<file path="src/ocd_map.svh">
// Constant map for the clock configuration decoder
`ifndef OCD_MAP_SVH
`define OCD_MAP_SVH
`define OCD_SHIFT_BASE        3'h1
`define OCD_AUX_REFERENCE_CLOCK        2'h0
`define OCD_AUX_RSVD          2'h1
`define OCD_AUX_PLLCLK        2'h2
`define OCD_AUX_LOCK          2'h3
`define OCD_DIV_4             2'h0
`define OCD_DIV_2             2'h1
`define OCD_DIV_1             2'h2
`define OCD_DIV_RSVD          2'h3
`define OCD_FN_DIS_CLK        3'h0
`define OCD_FN_DIS_AUX        3'h1
`define OCD_FN_DIS_BOTH       3'h2
`define OCD_FN_RMOD           3'h3
`define OCD_FN_FORCE          3'h7
`define OCD_STYLE_PUSHPULL    1'h0
`define OCD_STYLE_OPENDRAIN   1'h1
`define OCD_FRAC_BITS         20
`define OCD_RELOCK_CYCLES     8'h10
`endif

</file>
<file path="src/ocd_pkg.sv">
// Types for the clock configuration decoder
package ocd_pkg;
  // One modal configuration set
  typedef struct packed
  {
    logic [31:0] user_ratio;           // 12.20 unsigned ratio
    logic [1:0]  ratio_shift_select;   // Shift code
    logic [1:0]  aux_source_select;    // Aux source code
  } ocd_modal_type;

  // Global configuration
  typedef struct packed
  {
    logic       lock_pin_style;        // 0 push-pull, 1 open drain
    logic [1:0] ref_divider_select;    // Reference divider code
    logic       run_through_unlock;    // Keep clocks during unlock
    logic [2:0] third_pin_function;    // Function pin mapping
  } ocd_global_type;

  // Aux pin two-signal carrier
  typedef struct packed
  {
    logic o;                           // Output level
    logic oe;                          // Output enable
  } ocd_pin_type;

  // Relock sequencer state
  typedef enum logic [0:0]
  {
    OCD_ST_LOCKED  = 1'b0,
    OCD_ST_RELOCK  = 1'b1
  } ocd_state_type;
endpackage

</file>
<file path="src/ocd_decode.sv">
// Decoder of one-time-programmed clock synthesizer configuration
`timescale 1ns/1ns
`include "ocd_map.svh"

module ocd_decode
#(
  parameter int RELOCK_W = 8                       // Relock counter width
)
(
  input  wire logic                   clk_i,          // Reference domain clock
  input  wire logic                   resetn_i,       // Async reset, active low
  input  wire ocd_pkg::ocd_modal_type modal_set0_i,   // Programmed set 0
  input  wire ocd_pkg::ocd_modal_type modal_set1_i,   // Programmed set 1
  input  wire ocd_pkg::ocd_modal_type modal_set2_i,   // Programmed set 2
  input  wire ocd_pkg::ocd_modal_type modal_set3_i,   // Programmed set 3
  input  wire ocd_pkg::ocd_global_type global_cfg_i,  // Programmed globals
  input  wire logic [1:0]             set_select_i,   // Set-select pins
  input  wire logic                   function_pin_i, // Third mode pin
  input  wire logic                   pll_locked_i,   // Analog PLL lock level
  input  wire logic                   pll_clk_i,      // PLL clock as a level
  input  wire logic                   ref_clk_lvl_i,  // Reference clock level
  output logic [31:0]                 eff_ratio_o,    // Effective 12.20 ratio
  output logic [2:0]                  ref_div_o,      // Reference divide factor
  output logic                        ref_div_bad_o,  // Reserved divider code
  output logic                        force_unlock_o, // Relock request to PLL
  output logic                        clk_out_o,      // PLL clock pin level
  output logic                        clk_out_oe_o,   // PLL clock pin enable
  output logic                        aux_out_o,      // Aux pin level
  output logic                        aux_out_oe_o,   // Aux pin enable
  output logic                        cfg_bad_o       // Reserved code in use
);
  import ocd_pkg::*;

  // Parameter check at elaboration, counter must hold the relock count
  if (RELOCK_W < 5)
  begin : g_relock_w_bad
    $error("RELOCK_W too small for relock count");
  end

  // ----------------------------------------------------------------
  // Pin synchronisers
  // ----------------------------------------------------------------
  logic [1:0] sel_s1_r;      // First stage, set select
  logic [1:0] sel_s2_r;      // Second stage, set select
  logic [1:0] sel_q_r;       // Previous synced select
  logic       fn_s1_r;       // First stage, function pin
  logic       fn_s2_r;       // Second stage, function pin
  logic       lk_s1_r;       // First stage, lock
  logic       lk_s2_r;       // Second stage, lock
  logic       pc_s1_r;       // First stage, pll clock
  logic       pc_s2_r;       // Second stage, pll clock
  logic       rc_s1_r;       // First stage, ref clock
  logic       rc_s2_r;       // Second stage, ref clock

  // Two flops on every outside pin input
  always_ff @(posedge clk_i or negedge resetn_i)
  begin
    if (!resetn_i)
    begin
      sel_s1_r <= 2'h0;
      sel_s2_r <= 2'h0;
      sel_q_r  <= 2'h0;
      fn_s1_r  <= 1'h0;
      fn_s2_r  <= 1'h0;
      lk_s1_r  <= 1'h0;
      lk_s2_r  <= 1'h0;
      pc_s1_r  <= 1'h0;
      pc_s2_r  <= 1'h0;
      rc_s1_r  <= 1'h0;
      rc_s2_r  <= 1'h0;
    end
    else
    begin
      sel_s1_r <= set_select_i;
      sel_s2_r <= sel_s1_r;
      sel_q_r  <= sel_s2_r;
      fn_s1_r  <= function_pin_i;
      fn_s2_r  <= fn_s1_r;
      lk_s1_r  <= pll_locked_i;
      lk_s2_r  <= lk_s1_r;
      pc_s1_r  <= pll_clk_i;
      pc_s2_r  <= pc_s1_r;
      rc_s1_r  <= ref_clk_lvl_i;
      rc_s2_r  <= rc_s1_r;
    end
  end

  // ----------------------------------------------------------------
  // Helper functions
  // ----------------------------------------------------------------
  // Shift ratio right by code plus one
  function automatic logic [31:0] ocd_shift(input logic [31:0] r, input logic [1:0] c);
    logic [2:0] n;
    n = {1'b0, c} + `OCD_SHIFT_BASE;
    return r >> n;
  endfunction

  // Divider factor from code, zero when reserved
  function automatic logic [2:0] ocd_div(input logic [1:0] c);
    logic [2:0] f;
    f = 3'h0;
    if (c == `OCD_DIV_4)
      f = 3'h4;
    else if (c == `OCD_DIV_2)
      f = 3'h2;
    else if (c == `OCD_DIV_1)
      f = 3'h1;
    return f;
  endfunction

  // ----------------------------------------------------------------
  // Modal set selection and decode
  // ----------------------------------------------------------------
  ocd_modal_type  act_set;   // Active modal set
  ocd_global_type gcfg;      // Globals alias
  logic           fn_rsvd;   // Reserved function code
  logic           rmod_en;   // Shift enable
  logic           force_pll; // Aux forced to pll clock
  logic           dis_clk;   // Clock pin disabled
  logic           dis_aux;   // Aux pin disabled
  logic [1:0]     aux_src;   // Effective aux source
  logic           unlocked;  // Synced unlock level

  assign gcfg     = global_cfg_i;
  assign unlocked = ~lk_s2_r;

  // Choose one of four stored sets
  always_comb
  begin
    case (sel_s2_r)
      2'h0:    act_set = modal_set0_i;
      2'h1:    act_set = modal_set1_i;
      2'h2:    act_set = modal_set2_i;
      default: act_set = modal_set3_i;
    endcase
  end

  // Function pin mapping
  always_comb
  begin
    fn_rsvd   = (gcfg.third_pin_function > `OCD_FN_RMOD) &&
                (gcfg.third_pin_function != `OCD_FN_FORCE);
    rmod_en   = fn_s2_r && (gcfg.third_pin_function == `OCD_FN_RMOD);
    force_pll = fn_s2_r && (gcfg.third_pin_function == `OCD_FN_FORCE);
    dis_clk   = fn_s2_r && ((gcfg.third_pin_function == `OCD_FN_DIS_CLK) ||
                (gcfg.third_pin_function == `OCD_FN_DIS_BOTH));
    dis_aux   = fn_s2_r && ((gcfg.third_pin_function == `OCD_FN_DIS_AUX) ||
                (gcfg.third_pin_function == `OCD_FN_DIS_BOTH));
    aux_src   = force_pll ? `OCD_AUX_PLLCLK : act_set.aux_source_select;
  end

  // ----------------------------------------------------------------
  // Ratio and divider registers
  // ----------------------------------------------------------------
  // Effective ratio, unsigned 12.20
  always_ff @(posedge clk_i or negedge resetn_i)
  begin
    if (!resetn_i)
      eff_ratio_o <= 32'h0;
    else if (rmod_en)
      eff_ratio_o <= ocd_shift(act_set.user_ratio, act_set.ratio_shift_select);
    else
      eff_ratio_o <= act_set.user_ratio;
  end

  // Reference divider factor
  always_ff @(posedge clk_i or negedge resetn_i)
  begin
    if (!resetn_i)
    begin
      ref_div_o     <= 3'h0;
      ref_div_bad_o <= 1'h0;
    end
    else
    begin
      ref_div_o     <= ocd_div(gcfg.ref_divider_select);
      ref_div_bad_o <= (gcfg.ref_divider_select == `OCD_DIV_RSVD);
    end
  end

  // Flag any reserved code in use
  always_ff @(posedge clk_i or negedge resetn_i)
  begin
    if (!resetn_i)
      cfg_bad_o <= 1'h0;
    else
      cfg_bad_o <= fn_rsvd || (act_set.aux_source_select == `OCD_AUX_RSVD) ||
                   (gcfg.ref_divider_select == `OCD_DIV_RSVD);
  end

  // ----------------------------------------------------------------
  // Relock sequencer on set change
  // ----------------------------------------------------------------
  ocd_state_type       st_r;     // Relock state
  logic [RELOCK_W-1:0] cnt_r;    // Relock counter

  // Set change drops lock for a fixed time
  always_ff @(posedge clk_i or negedge resetn_i)
  begin
    if (!resetn_i)
    begin
      st_r  <= OCD_ST_LOCKED;
      cnt_r <= '0;
    end
    else if (sel_s2_r != sel_q_r)
    begin
      st_r  <= OCD_ST_RELOCK;
      cnt_r <= RELOCK_W'(`OCD_RELOCK_CYCLES);
    end
    else
    begin
      case (st_r)
        OCD_ST_RELOCK:
        begin
          if (cnt_r == RELOCK_W'(1))
            st_r <= OCD_ST_LOCKED;
          cnt_r <= cnt_r - RELOCK_W'(1);
        end
        default:
          cnt_r <= '0;
      endcase
    end
  end

  // Relock request output
  always_ff @(posedge clk_i or negedge resetn_i)
  begin
    if (!resetn_i)
      force_unlock_o <= 1'h0;
    else
      force_unlock_o <= (sel_s2_r != sel_q_r) || (st_r == OCD_ST_RELOCK);
  end

  // ----------------------------------------------------------------
  // Output pins
  // ----------------------------------------------------------------
  logic gate_clk;   // Clocks held low for unlock
  assign gate_clk = unlocked && !gcfg.run_through_unlock;

  // PLL clock pin
  always_ff @(posedge clk_i or negedge resetn_i)
  begin
    if (!resetn_i)
    begin
      clk_out_o    <= 1'h0;
      clk_out_oe_o <= 1'h0;
    end
    else
    begin
      clk_out_o    <= pc_s2_r && !gate_clk;
      clk_out_oe_o <= !dis_clk;
    end
  end

  // Aux pin source mux and driver style
  always_ff @(posedge clk_i or negedge resetn_i)
  begin
    if (!resetn_i)
    begin
      aux_out_o    <= 1'h0;
      aux_out_oe_o <= 1'h0;
    end
    else if (aux_src == `OCD_AUX_LOCK)
    begin
      if (gcfg.lock_pin_style == `OCD_STYLE_PUSHPULL)
      begin
        aux_out_o    <= unlocked;
        aux_out_oe_o <= !dis_aux;
      end
      else
      begin
        aux_out_o    <= 1'h0;
        aux_out_oe_o <= unlocked && !dis_aux;
      end
    end
    else
    begin
      // Clock source: style ignored
      aux_out_oe_o <= !dis_aux;
      if (aux_src == `OCD_AUX_REFERENCE_CLOCK)
        aux_out_o <= rc_s2_r;
      else if (aux_src == `OCD_AUX_PLLCLK)
        aux_out_o <= pc_s2_r && !gate_clk;
      else
        aux_out_o <= 1'h0;
    end
  end

  // ----------------------------------------------------------------
  // Assertions
  // ----------------------------------------------------------------
  a_ratio_plain: assert property (@(posedge clk_i) disable iff (!resetn_i)
    !rmod_en |=> eff_ratio_o == $past(act_set.user_ratio))
    else $error("ratio changed without enable");
  a_ratio_shift: assert property (@(posedge clk_i) disable iff (!resetn_i)
    rmod_en && act_set.ratio_shift_select == 2'h3 |=> eff_ratio_o == ($past(act_set.user_ratio) >> 4))
    else $error("shift by four wrong");
  a_div_four: assert property (@(posedge clk_i) disable iff (!resetn_i)
    gcfg.ref_divider_select == 2'h0 |=> ref_div_o == 3'h4)
    else $error("divider code 00 wrong");
  a_relock_hold: assert property (@(posedge clk_i) disable iff (!resetn_i)
    sel_s2_r != sel_q_r |=> force_unlock_o [*8])
    else $error("relock too short");
  a_clk_gate: assert property (@(posedge clk_i) disable iff (!resetn_i)
    unlocked && !gcfg.run_through_unlock |=> !clk_out_o)
    else $error("clock not held low");
  a_clk_disable: assert property (@(posedge clk_i) disable iff (!resetn_i)
    fn_s2_r && gcfg.third_pin_function == 3'h0 |=> !clk_out_oe_o)
    else $error("clock pin not disabled");
  a_lock_pp: assert property (@(posedge clk_i) disable iff (!resetn_i)
    aux_src == 2'h3 && !gcfg.lock_pin_style && !dis_aux |=> aux_out_oe_o && aux_out_o == $past(unlocked))
    else $error("push-pull lock wrong");
  a_lock_od: assert property (@(posedge clk_i) disable iff (!resetn_i)
    aux_src == 2'h3 && gcfg.lock_pin_style |=> !aux_out_o && (!aux_out_oe_o || $past(unlocked)))
    else $error("open drain lock wrong");
  a_force_src: assert property (@(posedge clk_i) disable iff (!resetn_i)
    force_pll |=> aux_out_oe_o && aux_out_o == $past(pc_s2_r && !gate_clk))
    else $error("force not applied");
  c_relock: cover property (@(posedge clk_i) disable iff (!resetn_i) $rose(force_unlock_o));
  c_rmod: cover property (@(posedge clk_i) disable iff (!resetn_i) rmod_en);
  c_force: cover property (@(posedge clk_i) disable iff (!resetn_i) force_pll);
endmodule

</file>
<file path="config.mk">
export PLATFORM = sky130hd
export DESIGN_NAME = ocd_decode
export DESIGN_NICKNAME = d
export VERILOG_FILES = /design/src/ocd_pkg.sv /design/src/ocd_decode.sv
export VERILOG_INCLUDE_DIRS = /design/src
export SDC_FILE = /design/constraint.sdc
export NUM_CORES = 1
export LEC_CHECK = 0
export BUFFER_PORTS_ARGS = -buffer_cell sky130_fd_sc_hd__buf_2
export CORE_AREA = 3 3 94 96
export DETAILED_ROUTE_END_ITERATION = 10
export DIE_AREA = 0 0 97 99
export PLACE_DENSITY_LB_ADDON = 0.25
export SYNTH_ARGS = -nofsm -noshare
export SYNTH_HDL_FRONTEND = slang
export SYNTH_SLANG_ARGS = --single-unit
</file>
<file path="constraint.sdc">
create_clock -name clk_i -period 3.6 [get_ports clk_i]
set_input_delay 0.18 -clock clk_i [delete_from_list [all_inputs] [get_ports clk_i]]
set_output_delay 0.18 -clock clk_i [all_outputs]
set_load 0.1 [all_outputs]
</file>
==> flow_summary_export.csv, run 1 <==
group,metric,value,unit
outcome,status,"completed",
detailed_routing,first_iter_violations,130,
floorplan,num_rows,33,
worst_setup_path,crit_fanout,33,
pwr,p_leak,2.43,nW
place,hpwl,8110,um
finish,fin_util,0.603,
worst_hold_path,min_from,"global_cfg_i[5]",
worst_hold_path,hold_path_class,"in -> reg",
finish,layout-drive-gt1-share,0.535,
logic_synthesis,postSynthCellCount,274,
global_route,gr-total-overflow,0,
logic_synthesis,avgSynthCellArea,13.1,um^2
logic_synthesis,synth_seq_area_share,0.452,
floorplan,start_util,0.442,
clock_tree,post_cts_buffers,0,
worst_setup_path,slowest_delay,0.64,ns
logic_synthesis,ys_types,32,
detailed_routing,vias_per_cell,5.44,
worst_setup_path,end_kind,"register",
clock_tree,path_clk_slew,0.07,ns
sta,slew_headroom,0.281,
clock_tree,cts_resized,0,
sta,finalSetupViolations,0,
clock_tree,cts_hold_buffers,7,
clock_tree,cts_root_buffer,"clkbuf_8",
logic_synthesis,synth-adder-area-share,0.00696,
logic_synthesis,syn_nets,435,
worst_setup_path,slowest_stage,"mux4_2",
detailed_routing,dr.pass1.iters,4,
clock_tree,clk_latency,0.33,ns
floorplan,dieArea,0.00960,mm^2
sta,timing.fmax,424,MHz
logic_synthesis,ys_ff_latch,65,
global_route,grt_max_degree,35,
worst_setup_path,worstSetupPathType,"reg -> reg",
place,place_congestion,0.838,
worst_setup_path,worstSetupStartpoint,"sel_s2_r[0]$_DFF_PN0_",
pwr,power_density,457,mW/mm^2
floorplan,coreArea,0.00813,mm^2
detailed_routing,wire_per_inst,17.8,um
global_route,antenna_found_initial,1,
sta,period_needed,2.36,ns
place,numPlacedInstances,564,
floorplan,ios,201,
logic_synthesis,syn_area,0.00360,mm^2
clock_tree,cts-htree-levels,3,
worst_setup_path,cp_cell_sequence,"buf_4, mux4_2, mux2i_1, mux2_2, o21ai_1",
detailed_routing,ant_nets,0,
sta,maxSlewViolCount,0,
logic_synthesis,synthXorXnorAreaFrac,0.0219,
logic_synthesis,muxShareOfSynthArea,0.312,
worst_setup_path,path_delay_family,"multiplexers",
worst_setup_path,cp.required,3.80,ns
floorplan,die_x,97,um
flow_run,maxCapViolCount,0,
clock_tree,numCtsBuffers,9,
pwr,vdd_ir_drop_max,0.000192,V
finish,nets,638,
detailed_routing,vias,3200,
pwr,p_total,0.00224,W
sta,post-route-period-util,0.655,
finish,final_cells,588,
worst_setup_path,arrival,2.56,ns
sta,hold_slack,0.0297,ns
worst_setup_path,crit_path_start_kind,"register",
sta,skew,0.00889,ns
global_route,first_global_vias,3391,
logic_synthesis,yosys.area_share.simple,0.0883,
worst_setup_path,critPathBufInv,1,
logic_synthesis,ys_warn_count,0,
logic_synthesis,synth_compound_gate_area_share,0.0849,
global_route,grt_pass1_wl,16800,um
clock_tree,cts_sinks,65,
finish,area_delta_synth_final,36.4,%
floorplan,die-height,99,um
clock_tree,max-clock-path-buffers,2,
place,io_buffers,200,
worst_setup_path,r2r_start,"sel_s2_r[0]$_DFF_PN0_",
sta,tns,0,ns
sta,worst_pin_slew,1.08,ns
detailed_routing,wl,10500,um
logic_synthesis,synth_top_family_by_area,"multiplexers",
sta,finalHoldViolations,0,
clock_tree,cts_tree,"done",
sta,rsz0062_at_grt,"no",
detailed_routing,drc,0,
global_route,grt_usage,0.221,
==> cells in the final DEF (no fill, tap or decap), drive strengths merged <==
cell type    synthesis  routed
a32oi                1       1
mux2                 1       1
nor2                14      14
nand2b               2       2
o211ai               1       1
inv                  5       5
nor2b                4       4
a211o                1       1
nor3                 1       1
diode                0       1
ha                   2       2
nand3                2       2
xor2                 4       4
o21ai                7       7
or4                  1       1
dfrtp               65      65
nand4                2       2
xnor2                5       5
o221ai              28      28
dlygate4sd3          0       7
clkinv               0       3
nor4                 1       1
and2                 2       2
mux4                36      36
clkbuf               8      13
or2                  1       1
buf                 11     204
nor4b                2       2
mux2i               30      30
and3                 2       2
nand2               35      35
==> synth_stat cells <==
cell       n  area, um^2
ha_1       2        25.0
nand4_1    1        6.26
nand2b_1   2        12.5
nor2_1    14        52.6
mux4_2    36         811
nor4b_1    2        17.5
o211ai_1   1        7.51
nand3_1    2        10.0
buf_6      3        33.8
xnor2_1    5        43.8
nand4_2    1        12.5
nand2_1   35         131
a211o_1    1        8.76
clkbuf_1   8        30.0
o221ai_1  28         245
and2_1     2        12.5
mux2i_1   30         300
inv_1      5        18.8
xor2_1     4        35.0
buf_2      7        35.0
nor4_1     1        6.26
o21ai_1    4        20.0
or2_1      1        6.26
dfrtp_1   65        1630
or4_1      1        7.51
mux2_2     1        11.3
nor2b_1    4        25.0
and3_1     2        12.5
a32oi_1    1        8.76
buf_1      1        3.75
o21ai_0    3        15.0
nor3_1     1        5.00
==> state kept, by name, indices dropped and copies added, names as in the netlist, 2 cells and up <==
register     cells
sel_s2_r         2
ref_div_o        3
eff_ratio_o     32
sel_s1_r         2
cnt_r            8
sel_q_r          2
==> through the flow <==
stage | setup slack, ns | instance area (um^2)
finish | 1.24 | 4910
global route | 1.10 | 4910
CTS | 1.22 | 4900
detailed placement | 1.23 | 4660
global placement | 1.30 | 4660
floorplan | 1.80 | 3600
==> worst paths after layout <==
check / end / slack [ns] / cells past startpoint
max reg2reg: eff_ratio_o[28]$_DFF_PN0_ / 1.24 / 5
max: eff_ratio_o[28]$_DFF_PN0_ / 1.24 / 5
min: ref_div_o[2]$_DFF_PN0_ / 0.03 / 2
min in group asynchronous: ref_div_o[0]$_DFF_PN0_ / 0.46 / 2
min reg2reg: rc_s2_r$_DFF_PN0_ / 0.35 / 0
max in group asynchronous: eff_ratio_o[31]$_DFF_PN0_ / 2.26 / 3
==> cell type report <==
type / count / area, um^2
fillers: 703 / 3230
multi-input cells: 185 / 1850
repair buffers: 211 / 1100
well taps: 105 / 131
diodes: 1 / 2.50
clock buffers: 13 / 159
flip-flops and latches: 65 / 1630
clock inverters: 3 / 15.0
inverters: 5 / 18.8
==> layer usage <==
metal	vias to the layer above	wire (um)	global-route usage
met5	-	0	0
met4	0	332	0.104
met3	25	830	0.0545
met2	163	5260	0.362
met1	1542	4050	0.276
li1	1470	-	-
==> where the power goes <==
group	internal, W	switching (W)
sequential	0.000798	0.0000310
clock	0.000285	0.000270
combinational	0.000255	0.000604
==> cell families (layout without fill, tap and decap cells) <==
| family | count (synthesis) | after routing |
|---|---|---|
| DFF | 65 | 65 |
| other | 0 | 1 |
| buffers and inverters | 24 | 232 |
| muxes | 67 | 67 |
| adders and majority gates | 2 | 2 |
| AOI/OAI and AO/OA | 38 | 38 |
| xor gates and xnor gates | 9 | 9 |
| and+or+nand+nor | 69 | 69 |
Note: power is estimated with default switching activity, not from simulation.
==> inputs of run 2 (changes only) <==
- clock period: 3.6 -> 2.4 ns (I/O delays scaled with it)
==> run 2 against run 1 <==
  * Cell count increased by 1.4%
  * Worst setup slack got worse by 0.90 ns
  * Final area increased by 2.3%
  * Combinational power grew 50%
  * Via count increased by 0.75%
  * Sequential share of layout area is 0.75 points lower
  * Utilization grew 1.4 points
  * Hold slack improved by 0.0088 ns
  * Die area unchanged
  * Register-to-register slack worse by 0.90 ns
  * Critical path type unchanged
  * Flip-flop and latch count did not move
  * Routed wire length decreased by 1.6%
==> flow_summary_export.csv, run 2 (synthesis results as in run 1) <==
group,metric,value,unit
place,hpwl,8060,um
detailed_routing,vias_per_cell,5.41,
sta,timing.fmax,487,MHz
finish,multiInputGateArea,0.00185,mm^2
sta,maxSlewViolCount,0,
clock_tree,cts_tree,"done",
worst_setup_path,slowest_delay,0.81,ns
sta,slew_headroom,0.301,
floorplan,num_rows,33,
pwr,power_density,701,mW/mm^2
floorplan,die_x,97,um
worst_setup_path,end_kind,"register",
global_route,grt_pass1_wl,16300,um
detailed_routing,wl,10300,um
finish,diodes,0,
clock_tree,cts_sinks,65,
detailed_routing,dr.pass1.iters,7,
floorplan,ios,201,
sta,skew,0.00863,ns
place,dp_slack,0.333,ns
finish,largest_register_ffs,32,
global_route,gr-total-overflow,0,
worst_setup_path,arrival,2.23,ns
detailed_routing,vias,3224,
sta,finalHoldViolations,0,
finish,seqCellArea,0.00163,mm^2
finish,layout-drive-gt1-share,0.542,
worst_setup_path,worstSetupStartpoint,"sel_s2_r[0]$_DFF_PN0_",
pwr,p_leak,2.48,nW
sta,setup_ws,0.345,ns
finish,n_fill_cell,671,
finish,largest-register,"eff_ratio_o",
worst_setup_path,slowest_stage,"or2_1",
place,place_congestion,0.847,
worst_setup_path,cp_cell_sequence,"mux4_2, or2_1, o221ai_1",
clock_tree,max-clock-path-buffers,2,
clock_tree,path_clk_slew,0.08,ns
sta,tns,0,ns
floorplan,coreArea,0.00813,mm^2
finish,top_regs,"eff_ratio_o x32, cnt_r x8, ref_div_o x3",
worst_setup_path,r2r_start,"sel_s2_r[0]$_DFF_PN0_",
clock_tree,clk_latency,0.34,ns
sta,worst_pin_slew,1.05,ns
finish,nets,647,
pwr,vdd_ir_drop_max,0.000263,V
detailed_routing,first_iter_violations,127,
sta,rsz0062_at_grt,"no",
sta,post-route-period-util,0.856,
sta,period_needed,2.05,ns
detailed_routing,ant_nets,0,
floorplan,die-height,99,um
floorplan,start_util,0.442,
finish,mostFrequentLayoutCells,"buf_2, dfrtp_1, mux4_2",
global_route,grt_usage,0.214,
worst_setup_path,cp.required,2.57,ns
clock_tree,cts-htree-levels,3,
finish,area_delta_synth_final,39.5,%
floorplan,dieArea,0.00960,mm^2
flow_run,maxCapViolCount,0,
worst_setup_path,worstSetupPathType,"reg -> reg",
detailed_routing,wire_per_inst,17.3,um
detailed_routing,drc,0,
finish,final_common_cell,"buf_2",
outcome,status,"completed",
sta,hold_slack,0.0385,ns
finish,final_cells,596,
place,io_buffers,200,
worst_hold_path,min_from,"global_cfg_i[2]",
clock_tree,post_cts_buffers,0,
clock_tree,cts_hold_buffers,10,
global_route,antenna_found_initial,0,
global_route,grt_max_degree,38,
clock_tree,cts_resized,0,
worst_hold_path,hold_path_class,"in -> reg",
worst_setup_path,crit_fanout,30,
clock_tree,cts_root_buffer,"clkbuf_8",
worst_setup_path,crit_path_start_kind,"register",
place,numPlacedInstances,570,
sta,finalSetupViolations,0,
global_route,first_global_vias,3309,
clock_tree,numCtsBuffers,9,
## run 2: cell count changes in the layout (fill, tap and decap cells not counted), sizes merged, moves of 2 or more
cell	before	now
clkinvlp	0	2
dlygate4sd3	7	10
clkbuf	13	11
clkinv	3	1
buf	204	210
## run 2: area by class of cell
class	count	share of cell area
flip-flops and latches	65	0.325
multi-input cells	185	0.368
inverters	5	0.00374
well taps	105	0.0262
clock inverters	5	0.0125
clock buffers	11	0.0302
repair buffers	220	0.234
## run 2: metal layers
metal,global-route usage,vias up,share of wire
met5,0,-,0
met4,0.0745,0,0.017
met3,0.0495,13,0.079
met2,0.375,158,0.52
met1,0.261,1565,0.38
li1,-,1488,-
## run 2: final timing paths
path	end	slack (ns)	cells after the start
max	eff_ratio_o[27]$_DFF_PN0_	0.35	3
min in group asynchronous	ref_div_o[1]$_DFF_PN0_	0.40	2
min	cfg_bad_o$_DFF_PN0_	0.04	2
max in group asynchronous	eff_ratio_o[25]$_DFF_PN0_	1.23	3
min reg2reg	rc_s2_r$_DFF_PN0_	0.35	0
max reg2reg	eff_ratio_o[27]$_DFF_PN0_	0.35	3
## run 2: metrics by stage
stage          cell area (um^2)  utilization  total power, W
2_1_floorplan              3600            -         0.00222
3_3_place_gp               4700        0.578         0.00253
3_5_place_dp               4700        0.578         0.00255
5_1_grt                    5020        0.617         0.00367
4_1_cts                    5020        0.617         0.00354
6_report                   5020        0.617         0.00352
## run 2: power by group
part           switching [W]  total [W]  internal (W)
combinational       0.000902    0.00129      0.000391
clock               0.000440   0.000982      0.000542
sequential         0.0000488    0.00124       0.00120
## run 2: worst max-delay path: cells and delay by family, from the launching register on
kind               cells  cell delay [ns]
and+or+nand+nor        1             0.81
DFF                    1             0.45
muxes                  1             0.38
AOI/OAI and AO/OA      1             0.26
==> inputs of run 3 (changes only) <==
- GPL_TIMING_DRIVEN: default -> 0
==> run 3 against run 2 <==
  * Routed wire length increased by 2.6%
  * Non-clock buffer count is 9 higher
  * First-iteration DRC count decreased by 7.1%
  * Combinational power is essentially flat
  * Via count up 2.4%
  * Worst setup slack worse by 0.21 ns
  * Clock skew decreased by 0.0025 ns
  * Total power decreased by 3.4%
  * Global-route usage rose by 0.47 points
  * Critical endpoint is now eff_ratio_o[24]$_DFF_PN0_
  * Largest cell class unchanged
==> flow_summary_export.csv, run 3 (synthesis results as in run 1) <==
group,metric,value,unit
outcome,status,"completed",
detailed_routing,drc,0,
worst_setup_path,worstSetupStartpoint,"sel_s2_r[1]$_DFF_PN0_",
pwr,vdd_ir_drop_max,0.000324,V
finish,nets,656,
global_route,grt_usage,0.219,
pwr,power_density,678,mW/mm^2
pwr,switching_share,0.399,
worst_setup_path,cp.required,2.58,ns
worst_setup_path,r2r_start,"sel_s2_r[1]$_DFF_PN0_",
clock_tree,cts_tree,"done",
sta,slew_headroom,0.464,
detailed_routing,dr.pass1.iters,4,
sta,period_needed,2.27,ns
detailed_routing,vias_per_cell,5.47,
floorplan,die-height,99,um
sta,setup_ws,0.131,ns
clock_tree,cts_resized,0,
finish,largest-register,"eff_ratio_o",
finish,area_delta_synth_final,39.4,%
floorplan,start_util,0.442,
worst_setup_path,slowest_stage,"buf_1",
pwr,p_leak,2.48,nW
finish,top_regs,"eff_ratio_o x32, cnt_r x8, ref_div_o x3",
worst_setup_path,rr_worst_depth,5,
floorplan,dieArea,0.00960,mm^2
floorplan,die_x,97,um
worst_hold_path,min_path_cells,2,
worst_setup_path,critPathBufInv,2,
worst_setup_path,slowest_delay,0.61,ns
clock_tree,cts_sinks,65,
finish,n_fill_cell,702,
place,place_congestion,0.813,
worst_setup_path,rrSetupSlack,0.13,ns
sta,finalSetupViolations,0,
sta,tns,0,ns
finish,diodes,0,
sta,post-route-period-util,0.945,
place,placed_cell_area,0.00473,mm^2
worst_setup_path,crit_fanout,10,
worst_hold_path,hold_path_class,"in -> reg",
flow_run,maxCapViolCount,0,
place,io_buffers,200,
sta,skew,0.00609,ns
global_route,gr-total-overflow,0,
clock_tree,cts-htree-levels,3,
sta,finalHoldViolations,0,
detailed_routing,ant_nets,0,
clock_tree,clk_latency,0.33,ns
detailed_routing,wire_per_inst,17.5,um
pwr,seqPwrFrac,0.364,
global_route,first_global_vias,3487,
finish,fin_util,0.616,
worst_setup_path,worstSetupPathType,"reg -> reg",
clock_tree,max-clock-path-buffers,2,
worst_setup_path,reg2reg_to,"eff_ratio_o[24]$_DFF_PN0_",
worst_hold_path,min_from,"global_cfg_i[2]",
clock_tree,path_clk_slew,0.07,ns
floorplan,num_rows,33,
detailed_routing,first_iter_violations,118,
worst_setup_path,crit_path_start_kind,"register",
floorplan,coreArea,0.00813,mm^2
pwr,pwr-share-clk,0.250,
sta,hold_slack,0.0366,ns
detailed_routing,vias,3302,
pwr,switchingPower,0.00136,W
floorplan,ios,201,
sta,rsz0062_at_grt,"no",
global_route,grt_pass1_wl,16600,um
clock_tree,cts_root_buffer,"clkbuf_8",
finish,mostFrequentLayoutCells,"buf_2, dfrtp_1, mux4_2",
finish,layout-drive-gt1-share,0.525,
worst_setup_path,cp_cell_sequence,"buf_2, buf_1, mux4_2, mux2i_1, o221ai_1",
worst_setup_path,end_kind,"register",
place,dp_slack,0.177,ns
worst_setup_path,path_delay_family,"buffers and inverters",
pwr,internal-power,0.00204,W
finish,final_area,0.00501,mm^2
worst_hold_path,hold_end,"cfg_bad_o$_DFF_PN0_",
pwr,p_comb_frac,0.386,
place,hpwl,8380,um
global_route,grt_max_degree,66,
finish,final_common_cell,"buf_2",
sta,worst_pin_slew,0.804,ns
sta,timing.fmax,441,MHz
clock_tree,numCtsBuffers,9,
detailed_routing,wl,10600,um
global_route,antenna_found_initial,0,
finish,largest_register_ffs,32,
worst_setup_path,arrival,2.45,ns
sta,maxSlewViolCount,0,
run 3: cell types whose count changed in the layout (fill, tap and decap cells not counted), moves of 2 or more:
cell / delta
buf_2: +6
buf_6: +3
dfrtp_2: -2
dfrtp_1: +2
buf_4: -9
clkbuf_1: +9
run 3: worst max-delay path by stage:
stage / to / cells past startpoint
CTS: eff_ratio_o[24]$_DFF_PN0_ / 5
floorplan: eff_ratio_o[20]$_DFF_PN0_ / 6
detailed placement: eff_ratio_o[24]$_DFF_PN0_ / 5
global placement: eff_ratio_o[24]$_DFF_PN0_ / 5
global route: cnt_r[7]$_DFF_PN0_ / 6
finish: eff_ratio_o[24]$_DFF_PN0_ / 5
run 3: metal layers:
metal  global-route usage  wire length (um)  up-vias
met5                    0                 0        -
met4               0.0745               162        0
met3               0.0594               802       16
met2                0.380              5500      143
met1                0.265              4120     1639
li1                     -                 -     1504
run 3: power by group through the flow:
stage | Combinational (W) | Sequential, W | Clock, W
2_1_floorplan | 0.000411 | 0.00181 | 0
3_3_place_gp | 0.00128 | 0.00126 | 0
3_5_place_dp | 0.00130 | 0.00126 | 0
4_1_cts | 0.00131 | 0.00124 | 0.000865
5_1_grt | 0.00139 | 0.00125 | 0.000921
6_report | 0.00131 | 0.00124 | 0.000849
run 3: final cells by class:
type	instances	area [um^2]	area share
clock inverters	2	12.5	0.00250
multi-input cells	185	1850	0.369
plain buffers	19	103	0.0205
well taps	105	131	0.0262
repair buffers	210	1100	0.220
flip-flops and latches	65	1630	0.324
inverters	5	18.8	0.00374
clock buffers	13	169	0.0337
run 3: through the flow:
step,instances,power (W)
after floorplan,274,0.00222
after global routing,604,0.00356
final,604,0.00340
after detailed placement,579,0.00256
after global placement,579,0.00254
after CTS,603,0.00342
run 3: what timing repair did:
item | 4_1_cts | 5_1_grt
hold endpoints to repair | 9 | 65
hold buffers | 9 | 1
buffers inserted | 0 | 0
